[src/include/pss_pkg.sv]
// Purpose: Shared constants and types for the power state supervisor
// Assumes: 10 MHz system clock
// Notes: Save, oscillator and filter times given in us, cycle counts derived; bit time and trim read given in cycles
package pss_pkg;
  localparam int CLK_HZ = 10000000;
  localparam int SAVE_DELAY_US = 2000;
  localparam int SAVE_DELAY_CYC = (SAVE_DELAY_US * (CLK_HZ / 1000000));
  localparam int OSC_START_US = 2000;
  localparam int OSC_START_CYC = (OSC_START_US * (CLK_HZ / 1000000));
  localparam int BUS_FILTER_US = 10;
  localparam int BUS_FILTER_CYC = (BUS_FILTER_US * (CLK_HZ / 1000000));
  localparam int BIT_TIME_CYC = 1042;
  localparam int TRIM_READ_CYC = 16;
  localparam logic [1:0] ST_RESET_V = 2'b00;
  localparam logic [1:0] ST_STARTUP_V = 2'b01;
  localparam logic [1:0] ST_STANDBY_V = 2'b11;
  localparam logic [1:0] ST_NORMAL_V = 2'b10;
  // Slope limit in uA/ms and start-up current limit in mA
  localparam logic [10:0] SLOPE_LOW_UA_MS = 11'h1f4;
  localparam logic [10:0] SLOPE_HIGH_UA_MS = 11'h3e8;
  localparam logic [7:0] START_LIM_LOW_MA = 8'h1e;
  localparam logic [7:0] START_LIM_HIGH_MA = 8'h3c;
  localparam int MARKER_ENABLE_BIT = 3;
  // Host register offsets
  localparam logic [7:0] REG_CTRL = 8'h00;
  localparam logic [7:0] REG_STATUS = 8'h04;
  localparam logic [7:0] REG_PROFILE = 8'h08;
  localparam logic [7:0] CTRL_RESET_V = 8'h09;
  localparam int CTRL_CLK_EN_BIT = 0;
  typedef enum logic [1:0] {
    ST_RESET = 2'b00,
    ST_STARTUP = 2'b01,
    ST_STANDBY = 2'b11,
    ST_NORMAL = 2'b10
  } pwr_state_type;
  typedef enum logic [1:0] {
    CLK_OFF = 2'b00,
    CLK_4M = 2'b01,
    CLK_8M = 2'b10,
    CLK_16M = 2'b11
  } clk_rate_type;
endpackage : pss_pkg

[src/include/pss_if.sv]
// Purpose: Link between supervisor device and host controller
// Assumes: One clock shared by both ends
// Notes: Open-drain outputs carry output and enable
`timescale 1ns/1ps
interface pss_if;
  logic host_reset_n_o;
  logic host_reset_n_oe;
  logic save_warning_n_o;
  logic save_warning_n_oe;
  logic host_clock_out;
  pss_pkg::clk_rate_type host_clock_rate;
  logic host_clock_out_enable;
  logic [7:0] status;
  logic shutdown_flag_read;
  logic transmit_marker_out;
  logic marker_enable;
  logic host_reset_n;
  logic save_warning_n;
  assign host_reset_n = host_reset_n_oe ? host_reset_n_o : 1'b1;
  assign save_warning_n = save_warning_n_oe ? save_warning_n_o : 1'b1;
  modport device (
    output host_reset_n_o, host_reset_n_oe, save_warning_n_o, save_warning_n_oe,
    output host_clock_out, host_clock_rate, status, transmit_marker_out,
    input host_clock_out_enable, shutdown_flag_read, marker_enable
  );
  modport host (
    input host_reset_n, save_warning_n, host_clock_out, host_clock_rate, status,
    input transmit_marker_out,
    output host_clock_out_enable, shutdown_flag_read, marker_enable
  );
endinterface : pss_if

[src/rtl/power_state_supervisor.sv]
// Purpose: Power state sequencing, host reset, save warning, host clock
// Assumes: Comparator flags are asynchronous levels
// Notes: Host clock output toggles at half the system clock whenever the rate is not off
//
// Local design decisions: the APB interface to the registers and the address map.
`timescale 1ns/1ps
// Function
// - Stand-By after power-up gives 4 MHz clock
// - Normal gives 8 or 16 MHz per pin
// - Host clears enable; clock output stops
// - Normal to Stand-By keeps rate unless oscillator
// - Weak strap: 0.5 mA/ms, 30 mA
// - Strong strap: 1 mA/ms, 60 mA
// - Marker rises bit before, falls end/collision
// - Idle or response: transmit right after marker
// - Reset low on low bus, converter, shutdown
// - Save warning: filtered 14 V, bus 2 ms
// - Reset low below filtered 12 V
// - Supervisor outputs readable as status
// - Stand-By from Start-Up: oscillator off, 4 MHz
// - Stand-By from Normal keeps rails unless rail fault
// - Save warning low on thermal warning
// - Host acts on thermal warning
// - Shutdown enters Reset, latches flag, stops supplies
// - Cool gives Start-Up then Stand-By, release reset
// - Normal only when cool and voltages good
// - Warning clears live; shutdown clears on read
// - Long low bus drops Normal, save low
module power_state_supervisor #(
  parameter int SAVE_DELAY = pss_pkg::SAVE_DELAY_CYC,
  parameter int OSC_START = pss_pkg::OSC_START_CYC,
  parameter int BUS_FILTER = pss_pkg::BUS_FILTER_CYC,
  parameter int BIT_TIME = pss_pkg::BIT_TIME_CYC
) (
  input wire logic I_CLK,
  input wire logic I_SYS_RST,
  input wire logic I_POR,
  input wire logic I_BUS_VOLTAGE_GOOD,
  input wire logic I_BUS_BELOW_20V,
  input wire logic I_FILT_ABOVE_10V,
  input wire logic I_FILTERED_SUPPLY,
  input wire logic I_FILT_BELOW_14V,
  input wire logic I_FILT_BELOW_12V,
  input wire logic I_FIXED_RAIL,
  input wire logic I_ADJUSTABLE_RAIL,
  input wire logic I_AUXILIARY_RAIL,
  input wire logic I_THERMAL_WARNING,
  input wire logic I_THERMAL_SHUTDOWN,
  input wire logic I_OSC_OK,
  input wire logic I_CLOCK_SOURCE_SELECT,
  input wire logic I_HOST_CLOCK_RATE_SELECT,
  input wire logic I_STRAP_STRONG,
  input wire logic I_TX_SCHEDULED,
  input wire logic I_TX_IMMEDIATE,
  input wire logic I_TX_DONE,
  input wire logic I_COLLISION,
  pss_if.device link,
  output logic O_OSC_ON,
  output logic O_RAILS_ON,
  output logic O_BUS_ACTIVE,
  output logic O_TX_START,
  output logic [10:0] O_SLOPE_LIMIT,
  output logic [7:0] O_START_LIMIT,
  output pss_pkg::pwr_state_type O_STATE
);
  // ==========================================================
  // Synchronisers
  localparam int NF = 14;
  logic [NF-1:0] raw;
  logic [NF-1:0] s1_q;
  logic [NF-1:0] s2_q;
  assign raw = {I_POR, I_BUS_VOLTAGE_GOOD, I_BUS_BELOW_20V, I_FILT_ABOVE_10V,
    I_FILTERED_SUPPLY, I_FILT_BELOW_14V, I_FILT_BELOW_12V, I_FIXED_RAIL,
    I_ADJUSTABLE_RAIL, I_AUXILIARY_RAIL, I_THERMAL_WARNING, I_THERMAL_SHUTDOWN,
    I_OSC_OK, I_HOST_CLOCK_RATE_SELECT};
  always_ff @(posedge I_CLK or posedge I_SYS_RST) begin
    if (I_SYS_RST) begin
      s1_q <= '0;
      s2_q <= '0;
    end else begin
      s1_q <= raw;
      s2_q <= s1_q;
    end
  end
  wire por = s2_q[13];
  wire bus_ok_raw = s2_q[12];
  wire bus_lo20 = s2_q[11];
  wire filt10 = s2_q[10];
  wire filt_ok = s2_q[9];
  wire filt_lo14 = s2_q[8];
  wire filt_lo12 = s2_q[7];
  wire fixed_ok = s2_q[6];
  wire adj_ok = s2_q[5];
  wire v20 = s2_q[4];
  wire warn_hot = s2_q[3];
  wire shut_hot = s2_q[2];
  wire osc_ok = s2_q[1];
  wire rate_hi = s2_q[0];
  // ==========================================================
  // Filters and timers
  logic bus_low_long;
  logic bus_save_done;
  logic trim_done;
  logic osc_wait_done;
  logic lead_done;
  pss_pkg::pwr_state_type st_q;
  pss_pkg::pwr_state_type st_d;
  logic bus_ok_q;
  logic shut_flag_q;
  logic from_normal_q;
  logic osc_fault_q;
  logic rail_fault_q;
  logic marker_q;
  pss_delay #(.COUNT(BUS_FILTER)) u_busf (.i_clk(I_CLK), .i_rst(I_SYS_RST),
    .i_cond(!bus_ok_raw), .o_done(bus_low_long));
  pss_delay #(.COUNT(SAVE_DELAY)) u_save (.i_clk(I_CLK), .i_rst(I_SYS_RST),
    .i_cond(bus_lo20), .o_done(bus_save_done));
  pss_delay #(.COUNT(pss_pkg::TRIM_READ_CYC)) u_trim (.i_clk(I_CLK), .i_rst(I_SYS_RST),
    .i_cond(st_q == pss_pkg::ST_STARTUP && fixed_ok), .o_done(trim_done));
  pss_delay #(.COUNT(OSC_START)) u_osc (.i_clk(I_CLK), .i_rst(I_SYS_RST),
    .i_cond(st_q == pss_pkg::ST_STANDBY), .o_done(osc_wait_done));
  pss_delay #(.COUNT(BIT_TIME)) u_lead (.i_clk(I_CLK), .i_rst(I_SYS_RST),
    .i_cond(marker_q && I_TX_SCHEDULED), .o_done(lead_done));
  // ==========================================================
  // State machine
  wire osc_run = (st_q == pss_pkg::ST_NORMAL) || (st_q == pss_pkg::ST_STANDBY &&
    ((from_normal_q && !osc_fault_q) || osc_wait_done));
  wire all_good = bus_ok_q && filt_ok && adj_ok && v20 && !warn_hot && osc_ok &&
    osc_run;
  wire to_reset = por || shut_hot || !filt10 || filt_lo12;
  wire bus_ok_set = bus_ok_raw && st_q != pss_pkg::ST_RESET;
  always_comb begin
    st_d = st_q;
    case (st_q)
      pss_pkg::ST_RESET: begin
        if (!to_reset) begin
          st_d = pss_pkg::ST_STARTUP;
        end
      end
      pss_pkg::ST_STARTUP: begin
        if (to_reset) begin
          st_d = pss_pkg::ST_RESET;
        end else if (trim_done) begin
          st_d = pss_pkg::ST_STANDBY;
        end
      end
      pss_pkg::ST_STANDBY: begin
        if (to_reset) begin
          st_d = pss_pkg::ST_RESET;
        end else if (all_good) begin
          st_d = pss_pkg::ST_NORMAL;
        end
      end
      pss_pkg::ST_NORMAL: begin
        if (to_reset) begin
          st_d = pss_pkg::ST_RESET;
        end else if (!all_good || bus_low_long) begin
          st_d = pss_pkg::ST_STANDBY;
        end
      end
      default: begin
        st_d = pss_pkg::ST_RESET;
      end
    endcase
  end
  wire leave_normal = st_q == pss_pkg::ST_NORMAL && st_d == pss_pkg::ST_STANDBY;
  always_ff @(posedge I_CLK or posedge I_SYS_RST) begin
    if (I_SYS_RST) begin
      st_q <= pss_pkg::ST_RESET;
      from_normal_q <= 1'b0;
      osc_fault_q <= 1'b0;
      rail_fault_q <= 1'b0;
    end else begin
      st_q <= st_d;
      if (leave_normal) begin
        from_normal_q <= 1'b1;
        osc_fault_q <= !osc_ok;
        rail_fault_q <= !adj_ok || !v20;
      end else if (st_d != pss_pkg::ST_STANDBY) begin
        from_normal_q <= 1'b0;
        osc_fault_q <= 1'b0;
        rail_fault_q <= 1'b0;
      end
    end
  end
  // ==========================================================
  // Flags
  always_ff @(posedge I_CLK or posedge I_SYS_RST) begin
    if (I_SYS_RST) begin
      bus_ok_q <= 1'b0;
      shut_flag_q <= 1'b0;
    end else begin
      if (bus_low_long) begin
        bus_ok_q <= 1'b0;
      end else if (bus_ok_set) begin
        bus_ok_q <= 1'b1;
      end
      if (shut_hot) begin
        shut_flag_q <= 1'b1;
      end else if (link.shutdown_flag_read) begin
        shut_flag_q <= 1'b0;
      end
    end
  end
  assign link.status = {shut_flag_q, warn_hot, osc_ok, v20, adj_ok, filt_ok, bus_ok_q,
    st_q == pss_pkg::ST_NORMAL};
  // ==========================================================
  // Host reset, save warning, clock
  wire reset_low = st_q == pss_pkg::ST_RESET || st_q == pss_pkg::ST_STARTUP;
  wire save_low = st_q != pss_pkg::ST_NORMAL || filt_lo14 || bus_save_done ||
    warn_hot;
  assign link.host_reset_n_o = 1'b0;
  assign link.host_reset_n_oe = reset_low;
  assign link.save_warning_n_o = 1'b0;
  assign link.save_warning_n_oe = save_low;
  pss_pkg::clk_rate_type rate;
  wire fast = st_q == pss_pkg::ST_NORMAL ||
    (st_q == pss_pkg::ST_STANDBY && from_normal_q && !osc_fault_q);
  assign rate = !link.host_clock_out_enable || reset_low ? pss_pkg::CLK_OFF :
    fast ? (rate_hi ? pss_pkg::CLK_16M : pss_pkg::CLK_8M) : pss_pkg::CLK_4M;
  logic clk_tgl_q;
  always_ff @(posedge I_CLK or posedge I_SYS_RST) begin
    if (I_SYS_RST) begin
      clk_tgl_q <= 1'b0;
    end else begin
      clk_tgl_q <= (rate != pss_pkg::CLK_OFF) && !clk_tgl_q;
    end
  end
  assign link.host_clock_out = clk_tgl_q;
  assign link.host_clock_rate = rate;
  // ==========================================================
  // Supplies, strap, transmit marker
  assign O_OSC_ON = osc_run;
  assign O_RAILS_ON = !reset_low && filt_ok && !shut_hot &&
    !(st_q == pss_pkg::ST_STANDBY && from_normal_q && rail_fault_q);
  assign O_BUS_ACTIVE = st_q == pss_pkg::ST_NORMAL;
  assign O_SLOPE_LIMIT = I_STRAP_STRONG ? pss_pkg::SLOPE_HIGH_UA_MS : pss_pkg::SLOPE_LOW_UA_MS;
  assign O_START_LIMIT = I_STRAP_STRONG ? pss_pkg::START_LIM_HIGH_MA : pss_pkg::START_LIM_LOW_MA;
  assign O_STATE = st_q;
  wire tx_req = I_TX_SCHEDULED || I_TX_IMMEDIATE;
  always_ff @(posedge I_CLK or posedge I_SYS_RST) begin
    if (I_SYS_RST) begin
      marker_q <= 1'b0;
    end else if (I_TX_DONE || I_COLLISION || !link.marker_enable) begin
      marker_q <= 1'b0;
    end else if (tx_req && O_BUS_ACTIVE) begin
      marker_q <= 1'b1;
    end
  end
  assign link.transmit_marker_out = marker_q;
  assign O_TX_START = marker_q && (I_TX_IMMEDIATE || lead_done);
  wire unused_ok = I_CLOCK_SOURCE_SELECT;
endmodule : power_state_supervisor

[src/rtl/pss_delay.sv]
// Purpose: Counts a condition held for a number of cycles
// Assumes: Condition synchronous to clock
// Notes: Output high once condition held COUNT cycles
`timescale 1ns/1ps
module pss_delay #(
  parameter int COUNT = 16
) (
  input wire logic i_clk,
  input wire logic i_rst,
  input wire logic i_cond,
  output logic o_done
);
  logic [23:0] cnt_q;
  logic [23:0] cnt_d;
  wire at_end = (cnt_q >= 24'(COUNT));
  assign cnt_d = !i_cond ? 24'h000000 : (at_end ? cnt_q : cnt_q + 24'h000001);
  assign o_done = i_cond && at_end;
  always_ff @(posedge i_clk or posedge i_rst) begin
    if (i_rst) begin
      cnt_q <= 24'h000000;
    end else begin
      cnt_q <= cnt_d;
    end
  end
endmodule : pss_delay

[src/flat_wrapper.sv]
// flat-port wrapper written by rule: the top's interface ports become plain ports
module power_state_supervisor_flat 
#(
  parameter int SAVE_DELAY = pss_pkg::SAVE_DELAY_CYC,
  parameter int OSC_START = pss_pkg::OSC_START_CYC,
  parameter int BUS_FILTER = pss_pkg::BUS_FILTER_CYC,
  parameter int BIT_TIME = pss_pkg::BIT_TIME_CYC
)
  (I_CLK, I_SYS_RST, I_POR, I_BUS_VOLTAGE_GOOD, I_BUS_BELOW_20V, I_FILT_ABOVE_10V, I_FILTERED_SUPPLY, I_FILT_BELOW_14V, I_FILT_BELOW_12V, I_FIXED_RAIL, I_ADJUSTABLE_RAIL, I_AUXILIARY_RAIL, I_THERMAL_WARNING, I_THERMAL_SHUTDOWN, I_OSC_OK, I_CLOCK_SOURCE_SELECT, I_HOST_CLOCK_RATE_SELECT, I_STRAP_STRONG, I_TX_SCHEDULED, I_TX_IMMEDIATE, I_TX_DONE, I_COLLISION, O_OSC_ON, O_RAILS_ON, O_BUS_ACTIVE, O_TX_START, O_SLOPE_LIMIT, O_START_LIMIT, O_STATE, link_host_reset_n_o, link_host_reset_n_oe, link_save_warning_n_o, link_save_warning_n_oe, link_host_clock_out, link_host_clock_rate, link_status, link_transmit_marker_out, link_host_clock_out_enable, link_shutdown_flag_read, link_marker_enable);
  pss_if link_i ();
  input wire logic I_CLK;
  input wire logic I_SYS_RST;
  input wire logic I_POR;
  input wire logic I_BUS_VOLTAGE_GOOD;
  input wire logic I_BUS_BELOW_20V;
  input wire logic I_FILT_ABOVE_10V;
  input wire logic I_FILTERED_SUPPLY;
  input wire logic I_FILT_BELOW_14V;
  input wire logic I_FILT_BELOW_12V;
  input wire logic I_FIXED_RAIL;
  input wire logic I_ADJUSTABLE_RAIL;
  input wire logic I_AUXILIARY_RAIL;
  input wire logic I_THERMAL_WARNING;
  input wire logic I_THERMAL_SHUTDOWN;
  input wire logic I_OSC_OK;
  input wire logic I_CLOCK_SOURCE_SELECT;
  input wire logic I_HOST_CLOCK_RATE_SELECT;
  input wire logic I_STRAP_STRONG;
  input wire logic I_TX_SCHEDULED;
  input wire logic I_TX_IMMEDIATE;
  input wire logic I_TX_DONE;
  input wire logic I_COLLISION;
  output logic O_OSC_ON;
  output logic O_RAILS_ON;
  output logic O_BUS_ACTIVE;
  output logic O_TX_START;
  output logic [10:0] O_SLOPE_LIMIT;
  output logic [7:0] O_START_LIMIT;
  output pss_pkg::pwr_state_type O_STATE;
  output wire logic [$bits(link_i.host_reset_n_o)-1:0] link_host_reset_n_o;
  output wire logic [$bits(link_i.host_reset_n_oe)-1:0] link_host_reset_n_oe;
  output wire logic [$bits(link_i.save_warning_n_o)-1:0] link_save_warning_n_o;
  output wire logic [$bits(link_i.save_warning_n_oe)-1:0] link_save_warning_n_oe;
  output wire logic [$bits(link_i.host_clock_out)-1:0] link_host_clock_out;
  output wire logic [$bits(link_i.host_clock_rate)-1:0] link_host_clock_rate;
  output wire logic [$bits(link_i.status)-1:0] link_status;
  output wire logic [$bits(link_i.transmit_marker_out)-1:0] link_transmit_marker_out;
  input wire logic [$bits(link_i.host_clock_out_enable)-1:0] link_host_clock_out_enable;
  input wire logic [$bits(link_i.shutdown_flag_read)-1:0] link_shutdown_flag_read;
  input wire logic [$bits(link_i.marker_enable)-1:0] link_marker_enable;
  assign link_host_reset_n_o = link_i.host_reset_n_o;
  assign link_host_reset_n_oe = link_i.host_reset_n_oe;
  assign link_save_warning_n_o = link_i.save_warning_n_o;
  assign link_save_warning_n_oe = link_i.save_warning_n_oe;
  assign link_host_clock_out = link_i.host_clock_out;
  assign link_host_clock_rate = link_i.host_clock_rate;
  assign link_status = link_i.status;
  assign link_transmit_marker_out = link_i.transmit_marker_out;
  assign link_i.host_clock_out_enable = link_host_clock_out_enable;
  assign link_i.shutdown_flag_read = link_shutdown_flag_read;
  assign link_i.marker_enable = link_marker_enable;
  power_state_supervisor #(.SAVE_DELAY(SAVE_DELAY), .OSC_START(OSC_START), .BUS_FILTER(BUS_FILTER), .BIT_TIME(BIT_TIME)) u_core (.I_CLK(I_CLK), .I_SYS_RST(I_SYS_RST), .I_POR(I_POR), .I_BUS_VOLTAGE_GOOD(I_BUS_VOLTAGE_GOOD), .I_BUS_BELOW_20V(I_BUS_BELOW_20V), .I_FILT_ABOVE_10V(I_FILT_ABOVE_10V), .I_FILTERED_SUPPLY(I_FILTERED_SUPPLY), .I_FILT_BELOW_14V(I_FILT_BELOW_14V), .I_FILT_BELOW_12V(I_FILT_BELOW_12V), .I_FIXED_RAIL(I_FIXED_RAIL), .I_ADJUSTABLE_RAIL(I_ADJUSTABLE_RAIL), .I_AUXILIARY_RAIL(I_AUXILIARY_RAIL), .I_THERMAL_WARNING(I_THERMAL_WARNING), .I_THERMAL_SHUTDOWN(I_THERMAL_SHUTDOWN), .I_OSC_OK(I_OSC_OK), .I_CLOCK_SOURCE_SELECT(I_CLOCK_SOURCE_SELECT), .I_HOST_CLOCK_RATE_SELECT(I_HOST_CLOCK_RATE_SELECT), .I_STRAP_STRONG(I_STRAP_STRONG), .I_TX_SCHEDULED(I_TX_SCHEDULED), .I_TX_IMMEDIATE(I_TX_IMMEDIATE), .I_TX_DONE(I_TX_DONE), .I_COLLISION(I_COLLISION), .link(link_i), .O_OSC_ON(O_OSC_ON), .O_RAILS_ON(O_RAILS_ON), .O_BUS_ACTIVE(O_BUS_ACTIVE), .O_TX_START(O_TX_START), .O_SLOPE_LIMIT(O_SLOPE_LIMIT), .O_START_LIMIT(O_START_LIMIT), .O_STATE(O_STATE));
endmodule
[config.mk]
export PLATFORM = sky130hd
export DESIGN_NAME = power_state_supervisor_flat
export DESIGN_NICKNAME = d
export VERILOG_FILES = /design/src/include/pss_pkg.sv /design/src/include/pss_if.sv /design/src/rtl/power_state_supervisor.sv /design/src/rtl/pss_delay.sv /design/src/flat_wrapper.sv
export SDC_FILE = /design/constraint.sdc
export NUM_CORES = 1
export LEC_CHECK = 0
export BUFFER_PORTS_ARGS = -buffer_cell sky130_fd_sc_hd__buf_4
export CORE_ASPECT_RATIO = 1.25
export CORE_MARGIN = 10
export CORE_UTILIZATION = 50
export DETAILED_ROUTE_END_ITERATION = 8
export PLACE_DENSITY_LB_ADDON = 0.05
export SLEW_MARGIN = 40
export SYNTH_ARGS = -nofsm -noshare
export SYNTH_HDL_FRONTEND = slang
export SYNTH_SLANG_ARGS = --single-unit
[constraint.sdc]
create_clock -name I_CLK -period 11.1 [get_ports I_CLK]
set_clock_uncertainty 0.1 [all_clocks]
set_input_delay 1.11 -clock I_CLK [delete_from_list [all_inputs] [get_ports I_CLK]]
set_output_delay 1.11 -clock I_CLK [all_outputs]
set_load 0.02 [all_outputs]
==> run_results.csv, run 1 <==
group,metric,value,unit
yosys,yosysUniqueCellTypes,50,
yosys,synth_warnings,0,
power,p_per_area,161.1,nW/µm²
worst_setup_path,cp_cell_sequence,"nor4_1 > nand4_1 > or3_1 > and2_1 > buf_4",
place,gp_congestion,0.8036,
worst_setup_path,r2r-end,"u_core.u_osc.cnt_q[12]",
timing,setup_viol,0,
job,maxCapViolations,0,
timing,rsz0062_at_grt,"no",
worst_setup_path,r2r_slack,8.69,ns
cts,cts.clk_slew.worst_paths,0.06,ns
worst_setup_path,path_class,"reg2out",
yosys,ys_seq_area_share,60.03,%
route,ant_nets,0,
die,rows,46,
die,start_util,51.22,%
cts,clk_latency,0.42,ns
worst_setup_path,cp_slowest_stage_delay,0.56,ns
die,design.core.area,12780,µm²
worst_hold_path,min_path_type,"reg2reg",
finish,nets,662,
global_route,grtUsageTotal,13.72,%
timing,setup_tns,0,ns
worst_hold_path,holdCritStartpoint,"u_core.s1_q[5]",
worst_setup_path,setup.worst_path.start_class,"flop",
yosys,netlist_area,6545,µm²
cts,cts_sinks,157,
worst_hold_path,worstHoldEndpoint,"u_core.s2_q[5]",
yosys,synth_edf_count,0,
die,die_y,147.9,µm
timing,clock.fmax,270.0,MHz
route,drt-pass1-iter-count,4,
finish,utilization,58.92,%
worst_setup_path,reg2reg_from,"u_core.u_osc.cnt_q[15]",
cts,root_buffer,"clkbuf_16",
cts,htreeDepth,4,
power,leakagePower,3.569,nW
cts,cts_hold_buffers,0,
route,vias,4174,
yosys,synthFlopType,"dfrtp_1",
yosys,async_flop_share,100.0,%
yosys,ys_ff_latch,157,
global_route,grt_pass1_wl,20.09,mm
global_route,antenna_found_initial,0,
global_route,grt_max_degree,88,
global_route,grt_pass1_vias,4195,
cts,numCtsBuffers,17,
finish,num_antenna_cells,0,
finish,syn_to_final_growth,15.03,%
timing,worstMarginPinSlew,0.7520,ns
place,dp_hpwl,7.961,mm
run_status,status,"finished clean",
worst_setup_path,cp-end-kind,"output pin",
yosys,synth.avg_cell_area,11.13,µm²
worst_setup_path,cp_max_fo,14,
timing,final.period_utilization,33.37,%
timing,slew_headroom,49.87,%
cts,clockBufferDepth,2,
worst_setup_path,critPathRequiredTime,9.89,ns
route,first_iter_violations,230,
worst_setup_path,cp_slowest_cell,"or3_1",
power,ir_worst_vdd,0.0001345,V
cts,post_cts_buffers,0,
timing,report.final.slew_viol_count,0,
worst_setup_path,rr_worst_depth,5,
timing,holdWs,0.2450,ns
die,pin_count,66,
yosys,synthesis.instances,588,
route,wirelength,11.83,mm
place,portBuffers,49,
place,place_ws,7.653,ns
cts,post_cts_resized,0,
route,avgRoutedWirePerCell,14.66,µm
timing,hold_violations,0,
timing,setup_ws,7.396,ns
worst_hold_path,hold_depth,0,
global_route,grt-ovfl-total,0,
finish,drive_gt1_share,14.24,%
timing,period_needed,3.704,ns
die,die_area,18100,µm²
finish,n_fill_cell,1132,
route,vias_per_cell,5.172,
route,drc,0,
die,die_x,122.3,µm
cts,cts_tree,"built",
worst_setup_path,cp.arrival,2.49,ns
## Yosys cell counts, drive strengths merged (10+ instances only)
cell type    n  area, µm²
buf         30      222.7
clkbuf      13      48.80
dfrtp      157       3929
ha          10      125.1
nor2b       20      125.1
nand3       25      125.1
and3        26      162.7
nor3        16      85.08
nor4        24      150.1
nor2        61      229.0
nand4       10      62.56
nand2       31      116.4
xnor2       34      297.8
and2        31      193.9
inv         25      93.84
## worst max-delay path: cells and delay by family, from the launching register on
| kind | cells | cell delay [ns] |
|---|---|---|
| AND/OR/NAND/NOR | 4 | 1.54 |
| flip-flops | 1 | 0.39 |
| buffers and inverters | 1 | 0.15 |
## per-stage QoR
stage	area, µm²	std cells	total power [mW]
4_1_cts	7517	807	1.228
3_5_place_dp	6917	776	0.6417
2_1_floorplan	6594	601	0.6299
5_1_grt	7528	807	1.261
3_3_place_gp	6913	776	0.6402
6_report	7528	807	1.213
## area by class of cell
cell class	instances	area, µm²	share of cell area (%)
sequential	157	3929	52.19
multi-input combinational	375	2305	30.61
clock buffer	21	460.4	6.116
tap	168	210.2	2.792
timing repair buffer	50	379.1	5.036
clock inverter	10	140.1	1.861
inverter	26	105.1	1.396
## power breakdown
group	leakage, nW	switching (mW)	internal [mW]
clock	0.285	0.219	0.364
sequential	2.12	0.00831	0.580
combinational	1.17	0.0281	0.0135
total	3.57	0.255	0.958
## cells by family after synthesis
family	share of synthesized area, %
XOR/XNOR	4.550
adder cells (fa/ha/maj)	1.912
AND/OR/NAND/NOR	21.74
AO/OA/AOI/OAI	4.951
multiplexers	1.071
buffers and inverters	5.639
flip-flops	60.03
other	0.1147
## registers in the layout (all words and copies together) (netlist names), 2 cells and up
signal and count:
u_core.s2_q 14, u_core.u_osc.cnt_q 24, u_core.u_lead.cnt_q 24, u_core.O_STATE 2, u_core.s1_q 14, u_core.u_trim.cnt_q 24
u_core.u_save.cnt_q 24, u_core.u_busf.cnt_q 24
## placed cells by master, fill, tap and decap left out, types with 3 or more instances in the layout
| cell | n |
|---|---|
| nand2_1 | 31 |
| nor2_1 | 60 |
| nand4_1 | 10 |
| nand2b_1 | 6 |
| and2_1 | 31 |
| a211oi_1 | 4 |
| o21a_1 | 3 |
| xnor2_1 | 34 |
| o21ai_0 | 8 |
| and4_1 | 3 |
| bufinv_16 | 3 |
| nor4_1 | 24 |
| conb_1 | 15 |
| mux2i_1 | 7 |
| ha_1 | 10 |
| dfrtp_1 | 157 |
| a21oi_1 | 9 |
| nor4b_1 | 4 |
| clkbuf_16 | 17 |
| nand3_1 | 25 |
| buf_4 | 49 |
| inv_1 | 24 |
| and3_1 | 26 |
| a31oi_1 | 3 |
| nor3_1 | 15 |
| clkinvlp_4 | 3 |
| nor2b_1 | 20 |
## worst max-delay path by stage
| stage | start | end | slack, ns |
|---|---|---|---|
| after detailed placement | u_core.u_osc.cnt_q[12] | O_OSC_ON | 7.65 |
| after global routing | u_core.u_lead.cnt_q[21] | O_TX_START | 7.19 |
| final | u_core.u_osc.cnt_q[15] | O_OSC_ON | 7.40 |
| after floorplan | I_SYS_RST | u_core.O_STATE[0] | 5.66 |
| after global placement | u_core.u_osc.cnt_q[12] | O_OSC_ON | 7.69 |
| after CTS | u_core.u_osc.cnt_q[12] | O_OSC_ON | 7.22 |
## routing by layer
layer  track usage, %  wire (µm)  up-vias  share of wire (%)
met3            4.611        596       10                5.0
met2            20.23       5420       80                 46
met1            18.25       5693     2044                 48
met4            5.254        119        0                1.0
li1                 -          -     2040                  -
met5                0          0        -                  0
No activity file was read; power rests on OpenSTA's default activity.
==> run 2: changes to the inputs <==
==> constraint.sdc (replaced) <==
create_clock -name I_CLK -period 3.25 [get_ports I_CLK]
set_clock_uncertainty 0.1 [all_clocks]
set_input_delay 0.325 -clock I_CLK [delete_from_list [all_inputs] [get_ports I_CLK]]
set_output_delay 0.325 -clock I_CLK [all_outputs]
set_load 0.02 [all_outputs]
==> run_results.csv, run 2 (synthesized netlist as in run 1, its figures left out) <==
group,metric,value,unit
worst_setup_path,cp_slowest_stage_delay,0.62,ns
global_route,grt-ovfl-total,0,
timing,rsz0062_at_grt,"no",
die,pin_count,66,
worst_setup_path,r2r_slack,1.10,ns
route,wirelength,12.44,mm
global_route,grt_max_degree,78,
cts,post_cts_resized,0,
finish,utilization,60.63,%
cts,cts.clk_slew.worst_paths,0.07,ns
worst_setup_path,crit_end,"O_TX_START",
worst_setup_path,reg2reg_from,"u_core.O_STATE[0]",
global_route,grt_pass1_vias,4415,
worst_setup_path,cp_cell_sequence,"inv_1 > ha_1 > o41ai_2 > a311oi_2 > nor2_1 > nor2b_1 > o21a_1 > buf_4",
finish,syn_to_final_growth,18.37,%
die,die_area,18100,µm²
worst_setup_path,cp_max_fo,9,
power,leakagePower,3.661,nW
timing,period_needed,2.838,ns
worst_setup_path,r2r-end,"u_core.link.transmit_marker_out",
timing,report.final.slew_viol_count,0,
power,ir_worst_vdd,0.0003035,V
worst_setup_path,cp-end-kind,"output pin",
die,design.core.area,12780,µm²
timing,slew_headroom,56.85,%
finish,num_antenna_cells,0,
worst_setup_path,path_buf_inv,2,
timing,final.period_utilization,87.31,%
timing,hold_violations,0,
timing,setup_viol,0,
worst_setup_path,crit_family,"compound AO/OA/AOI/OAI gates",
cts,htreeDepth,4,
place,dp_hpwl,8.178,mm
cts,root_buffer,"clkbuf_16",
route,vias,4264,
worst_setup_path,rr_worst_depth,7,
route,avgRoutedWirePerCell,14.97,µm
run_status,status,"finished clean",
global_route,grtUsageTotal,14.51,%
power,p_seq_share,48.3,%
timing,holdWs,0.08583,ns
power,power_switching,1.008,mW
die,rows,46,
worst_setup_path,crit_start,"u_core.u_lead.cnt_q[0]",
worst_setup_path,critPathRequiredTime,2.82,ns
die,start_util,51.22,%
cts,cts_tree,"built",
finish,n_fill_cell,1060,
route,drc,0,
timing,clock.fmax,352.4,MHz
job,maxCapViolations,0,
place,gp_congestion,0.8491,
finish,drive_gt1_share,15.08,%
global_route,grt_pass1_wl,21.29,mm
worst_hold_path,min_path_type,"in2reg",
route,drt-pass1-iter-count,4,
power,p_per_area,535.6,nW/µm²
cts,numCtsBuffers,17,
cts,cts_sinks,157,
die,die_x,122.3,µm
finish,layout_common_cells,"dfrtp_1 (157), nor2_1 (60), buf_4 (54)",
power,power.internal,3.142,mW
place,portBuffers,49,
power,clkPwrFrac,47.6,%
global_route,antenna_found_initial,0,
route,ant_nets,0,
timing,setup_tns,0,ns
finish,final_common_cell,"dfrtp_1",
cts,clockBufferDepth,2,
timing,worstMarginPinSlew,0.6472,ns
worst_hold_path,holdCritStartpoint,"link_host_clock_out_enable",
die,die_y,147.9,µm
worst_setup_path,cp_slowest_cell,"a311oi_2",
worst_setup_path,path_class,"reg2out",
power,switching_share,24.29,%
route,first_iter_violations,209,
finish,nets,685,
cts,clk_latency,0.42,ns
worst_setup_path,cp.depth,8,
worst_setup_path,setup.worst_path.start_class,"flop",
worst_setup_path,cp.arrival,2.41,ns
power,combPwrFrac,4.1,%
route,vias_per_cell,5.131,
==> run 2: cell types whose count changed in the layout (fill, tap and decap cells not counted), sizes merged <==
cell and delta:
inv +10, bufinv -2, buf +6, clkbuf -4, clkinv -3, dlygate4sd3 +17
==> run 2: area by class of cell <==
cell class	instances	area [µm²]	share of cell area, %
clock buffers	17	425.4	5.491
clock inverters	15	167.7	2.164
inverters	26	101.3	1.308
multi-input cells	375	2298	29.67
flip-flops and latches	157	3929	50.71
well taps	168	210.2	2.713
repair buffers	73	615.6	7.946
==> run 2: power by group through the flow <==
stage / clock [mW] / combinational (mW) / sequential, mW
3_5_place_dp: 0 / 0.156 / 2.04
5_1_grt: 2.10 / 0.189 / 2.01
4_1_cts: 2.02 / 0.171 / 2.01
3_3_place_gp: 0 / 0.151 / 2.04
2_1_floorplan: 0 / 0.119 / 2.03
6_report: 1.98 / 0.168 / 2.01
==> run 2: how the worst min path moves through the flow <==
stage	to	slack, ns	cells past startpoint
global placement	u_core.s2_q[3]	0.23	0
floorplan	u_core.s2_q[0]	0.23	0
global route	u_core.shut_flag_q	0.1	3
CTS	u_core.link.host_clock_out	0.07	3
detailed placement	u_core.s2_q[7]	0.23	0
finish	u_core.link.host_clock_out	0.09	3
==> run 2: metrics by stage <==
| stage | instances | instance area [µm²] | setup slack [ns] | total power, mW |
|---|---|---|---|---|
| finish | 831 | 7747 | 0.4124 | 4.149 |
| global route | 831 | 7747 | 0.2181 | 4.302 |
| CTS | 831 | 7747 | 0.3750 | 4.201 |
| detailed placement | 782 | 6984 | 0.8540 | 2.198 |
| global placement | 782 | 6982 | 0.8956 | 2.192 |
| floorplan | 601 | 6598 | 0.8381 | 2.152 |
==> run 2: worst register-to-register path, stage by stage (launching register included) <==
cell and delay (ns):
dfrtp_1 0.47, buf_4 0.23, inv_1 0.09, nand2_1 0.17, nor2_1 0.15, nor2_1 0.05, nor4b_1 0.25, dlygate4sd3_1 0.58
==> run 2: layer usage <==
layer  track usage [%]  share of wire (%)  up-vias
met5                 0                  0        -
met4             5.785                1.7        0
met3             4.040                4.8       18
met2             22.30                 47       79
met1             18.94                 47     2085
li1                  -                  -     2082
==> run 2: timing repair <==
action | in CTS | in global routing
endpoints found under the hold margin | 30 | 0
setup buffers | 0 | 0
hold buffers | 17 | 0
==> run 3: changes to the inputs <==
--- a/config.mk
+++ b/config.mk
@@ -14,4 +14,5 @@
 export SLEW_MARGIN = 40
 export SYNTH_ARGS = -nofsm -noshare
 export SYNTH_HDL_FRONTEND = slang
+export SYNTH_HIERARCHICAL = 1
 export SYNTH_SLANG_ARGS = --single-unit
==> run_results.csv, run 3 <==
group,metric,value,unit
yosys,synth_common_cells,"dfrtp_1 (157), and2_1 (68), nand2_1 (37)",
timing,final.period_utilization,93.70,%
finish,stdcell_area,8018,µm²
worst_setup_path,critPathRequiredTime,2.82,ns
finish,drive_gt1_share,17.00,%
global_route,grt_pass1_vias,4784,
job,maxCapViolations,0,
finish,final_common_cell,"dfrtp_1",
timing,setup_viol,0,
global_route,grt_max_degree,30,
worst_setup_path,setup.worst_path.start_class,"flop",
worst_setup_path,crit_family,"simple AND/OR/NAND/NOR gates",
worst_setup_path,cp.arrival,2.62,ns
yosys,yosysUniqueCellTypes,54,
yosys,synth_edf_count,0,
yosys,synthesis.instances,626,
yosys,async_flop_share,100.0,%
timing,slew_headroom,63.59,%
global_route,antenna_found_initial,0,
yosys,ys_seq_area_share,57.02,%
timing,period_needed,3.045,ns
finish,syn_to_final_growth,16.36,%
timing,report.final.slew_viol_count,0,
yosys,netlist_area,6890,µm²
worst_setup_path,path_buf_inv,1,
timing,worstMarginPinSlew,0.5417,ns
cts,clk_latency,0.42,ns
route,avgRoutedWirePerCell,15.65,µm
finish,layout_common_cells,"dfrtp_1 (157), and2_1 (68), buf_4 (55)",
yosys,synth.area.top_cells,"dfrtp_1 (57%), and2_1 (6.2%), buf_4 (3.3%)",
route,vias_per_cell,5.370,
timing,setup_ws,0.2047,ns
yosys,ys_ff_latch,157,
run_status,status,"finished clean",
finish,nets,716,
die,die_area,18900,µm²
timing,holdWs,0.08237,ns
power,leakagePower,3.672,nW
die,die_x,125.0,µm
global_route,grt-ovfl-total,0,
worst_setup_path,cp_slowest_stage_delay,0.55,ns
yosys,netlist.area_leader.share,57.02,%
route,first_iter_violations,271,
place,postPlaceCellArea,7244,µm²
timing,clock.fmax,328.4,MHz
yosys,yosysTopAreaCell,"dfrtp_1",
global_route,grtUsageTotal,15.09,%
global_route,grt_pass1_wl,23.48,mm
timing,hold_violations,0,
place,place_ws,0.6473,ns
worst_setup_path,path_class,"reg2out",
power,power,4.132,mW
yosys,synth.avg_cell_area,11.01,µm²
route,drc,0,
place,portBuffers,49,
die,design.core.area,13350,µm²
cts,root_buffer,"clkbuf_16",
cts,cts_tree,"built",
cts,post_cts_buffers,0,
finish,n_fill_cell,1076,
power,ir_worst_vdd,0.0003389,V
cts,cts_sinks,157,
power,p_per_area,515.3,nW/µm²
cts,htreeDepth,4,
route,vias,4645,
worst_setup_path,cp_cell_sequence,"or4b_1 > nor4_2 > nor3_2 > nor2_1 > nand3b_1 > and2_1 > buf_4",
cts,cts.clk_slew.worst_paths,0.06,ns
worst_hold_path,min_path_type,"in2reg",
die,start_util,51.62,%
worst_setup_path,cp_max_fo,5,
route,ant_nets,0,
die,pin_count,66,
yosys,synth_warnings,6,
yosys,synthFlopType,"dfrtp_1",
place,gp_congestion,0.8046,
worst_setup_path,cp-end-kind,"output pin",
yosys,yosys.cell_count.top_type,"dfrtp_1",
timing,setup_tns,0,ns
cts,numCtsBuffers,17,
finish,num_antenna_cells,0,
cts,clockBufferDepth,2,
place,dp_hpwl,9.398,mm
worst_setup_path,cp_slowest_cell,"or4b_1",
die,die_y,151.2,µm
timing,rsz0062_at_grt,"no",
die,rows,47,
route,wirelength,13.53,mm
route,drt-pass1-iter-count,4,
run 3: changes by cell type after synthesis, moves of 10 or more:
cell     before  now
and3_1       26    8
nor2_1       61   23
or4_1         0   10
and2_1       31   68
a21oi_1       9   32
or3_1         1   14
nor2b_1      20    0
o31ai_1       0   12
xnor2_1      34    6
run 3: routing by layer:
layer | track usage, % | vias up | wire length [µm] | part of all wire, %
met3 | 4.161 | 17 | 540 | 4.0
met1 | 18.30 | 2321 | 6071 | 45
met2 | 24.89 | 66 | 6675 | 49
li1 | - | 2241 | - | -
met5 | 0 | - | 0 | 0
met4 | 6.344 | 0 | 247 | 1.8
run 3: worst paths after layout:
| path | startpoint | to | slack [ns] | cells past startpoint |
|---|---|---|---|---|
| setup / recovery | u_core/u_osc/cnt_q[12] | O_OSC_ON | 0.20 | 7 |
| hold / removal | link_shutdown_flag_read | u_core/shut_flag_q | 0.08 | 3 |
| setup reg to reg | u_core/u_busf/cnt_q[8] | u_core/from_normal_q | 1.01 | 6 |
| hold reg to reg | u_core/s1_q[1] | u_core/s2_q[1] | 0.25 | 0 |
| max in group asynchronous | I_SYS_RST | u_core/s1_q[7] | 2.05 | 4 |
| min in group asynchronous | I_SYS_RST | u_core/osc_fault_q | 0.36 | 3 |
run 3: repair_timing:
action                     in CTS  in global routing
resized for setup               0                  1
hold endpoints to repair      143                  0
hold buffers                   17                  0
setup endpoints to repair       0                  1
run 3: cell type report:
cell class | instances | area [µm²] | area share (%)
Inverter | 32 | 120.1 | 1.498
Clock buffer | 20 | 456.7 | 5.696
Multi-Input combinational cell | 401 | 2577 | 32.15
Tap cell | 171 | 214.0 | 2.669
Sequential cell | 157 | 3929 | 49.00
Timing Repair Buffer | 72 | 583.1 | 7.272
Clock inverter | 12 | 137.6 | 1.717
run 3: where the power goes:
| group | internal [mW] | switching, mW | total [mW] |
|---|---|---|---|
| registers | 1.98 | 0.0247 | 2.01 |
| clock network | 1.17 | 0.785 | 1.96 |
| logic | 0.0601 | 0.106 | 0.166 |
| total | 3.22 | 0.915 | 4.13 |
run 3: cells by family after synthesis:
family | after synthesis | synth area share (%)
multiplexers | 12 | 1.743
AND/OR/NAND/NOR | 273 | 24.13
buffers and inverters | 81 | 6.410
adder cells (fa/ha/maj) | 10 | 1.816
AO/OA/AOI/OAI | 85 | 8.008
other | 2 | 0.1090
flip-flops | 157 | 57.02
XOR/XNOR | 6 | 0.7627
run 3: metrics by stage:
step | util, % | instances
2_1_floorplan | - | 639
3_3_place_gp | 54.27 | 816
3_5_place_dp | 54.27 | 816
4_1_cts | 60.00 | 865
5_1_grt | 60.06 | 865
6_report | 60.06 | 865
run 3: worst register-to-register path, stage by stage (launching register included):
cell       delay (ns)
dfrtp_1          0.38
nor4_2           0.29
nand3_1          0.41
nor2_1           0.22
nor2_1           0.10
a2111oi_4        0.47
a211oi_1         0.14
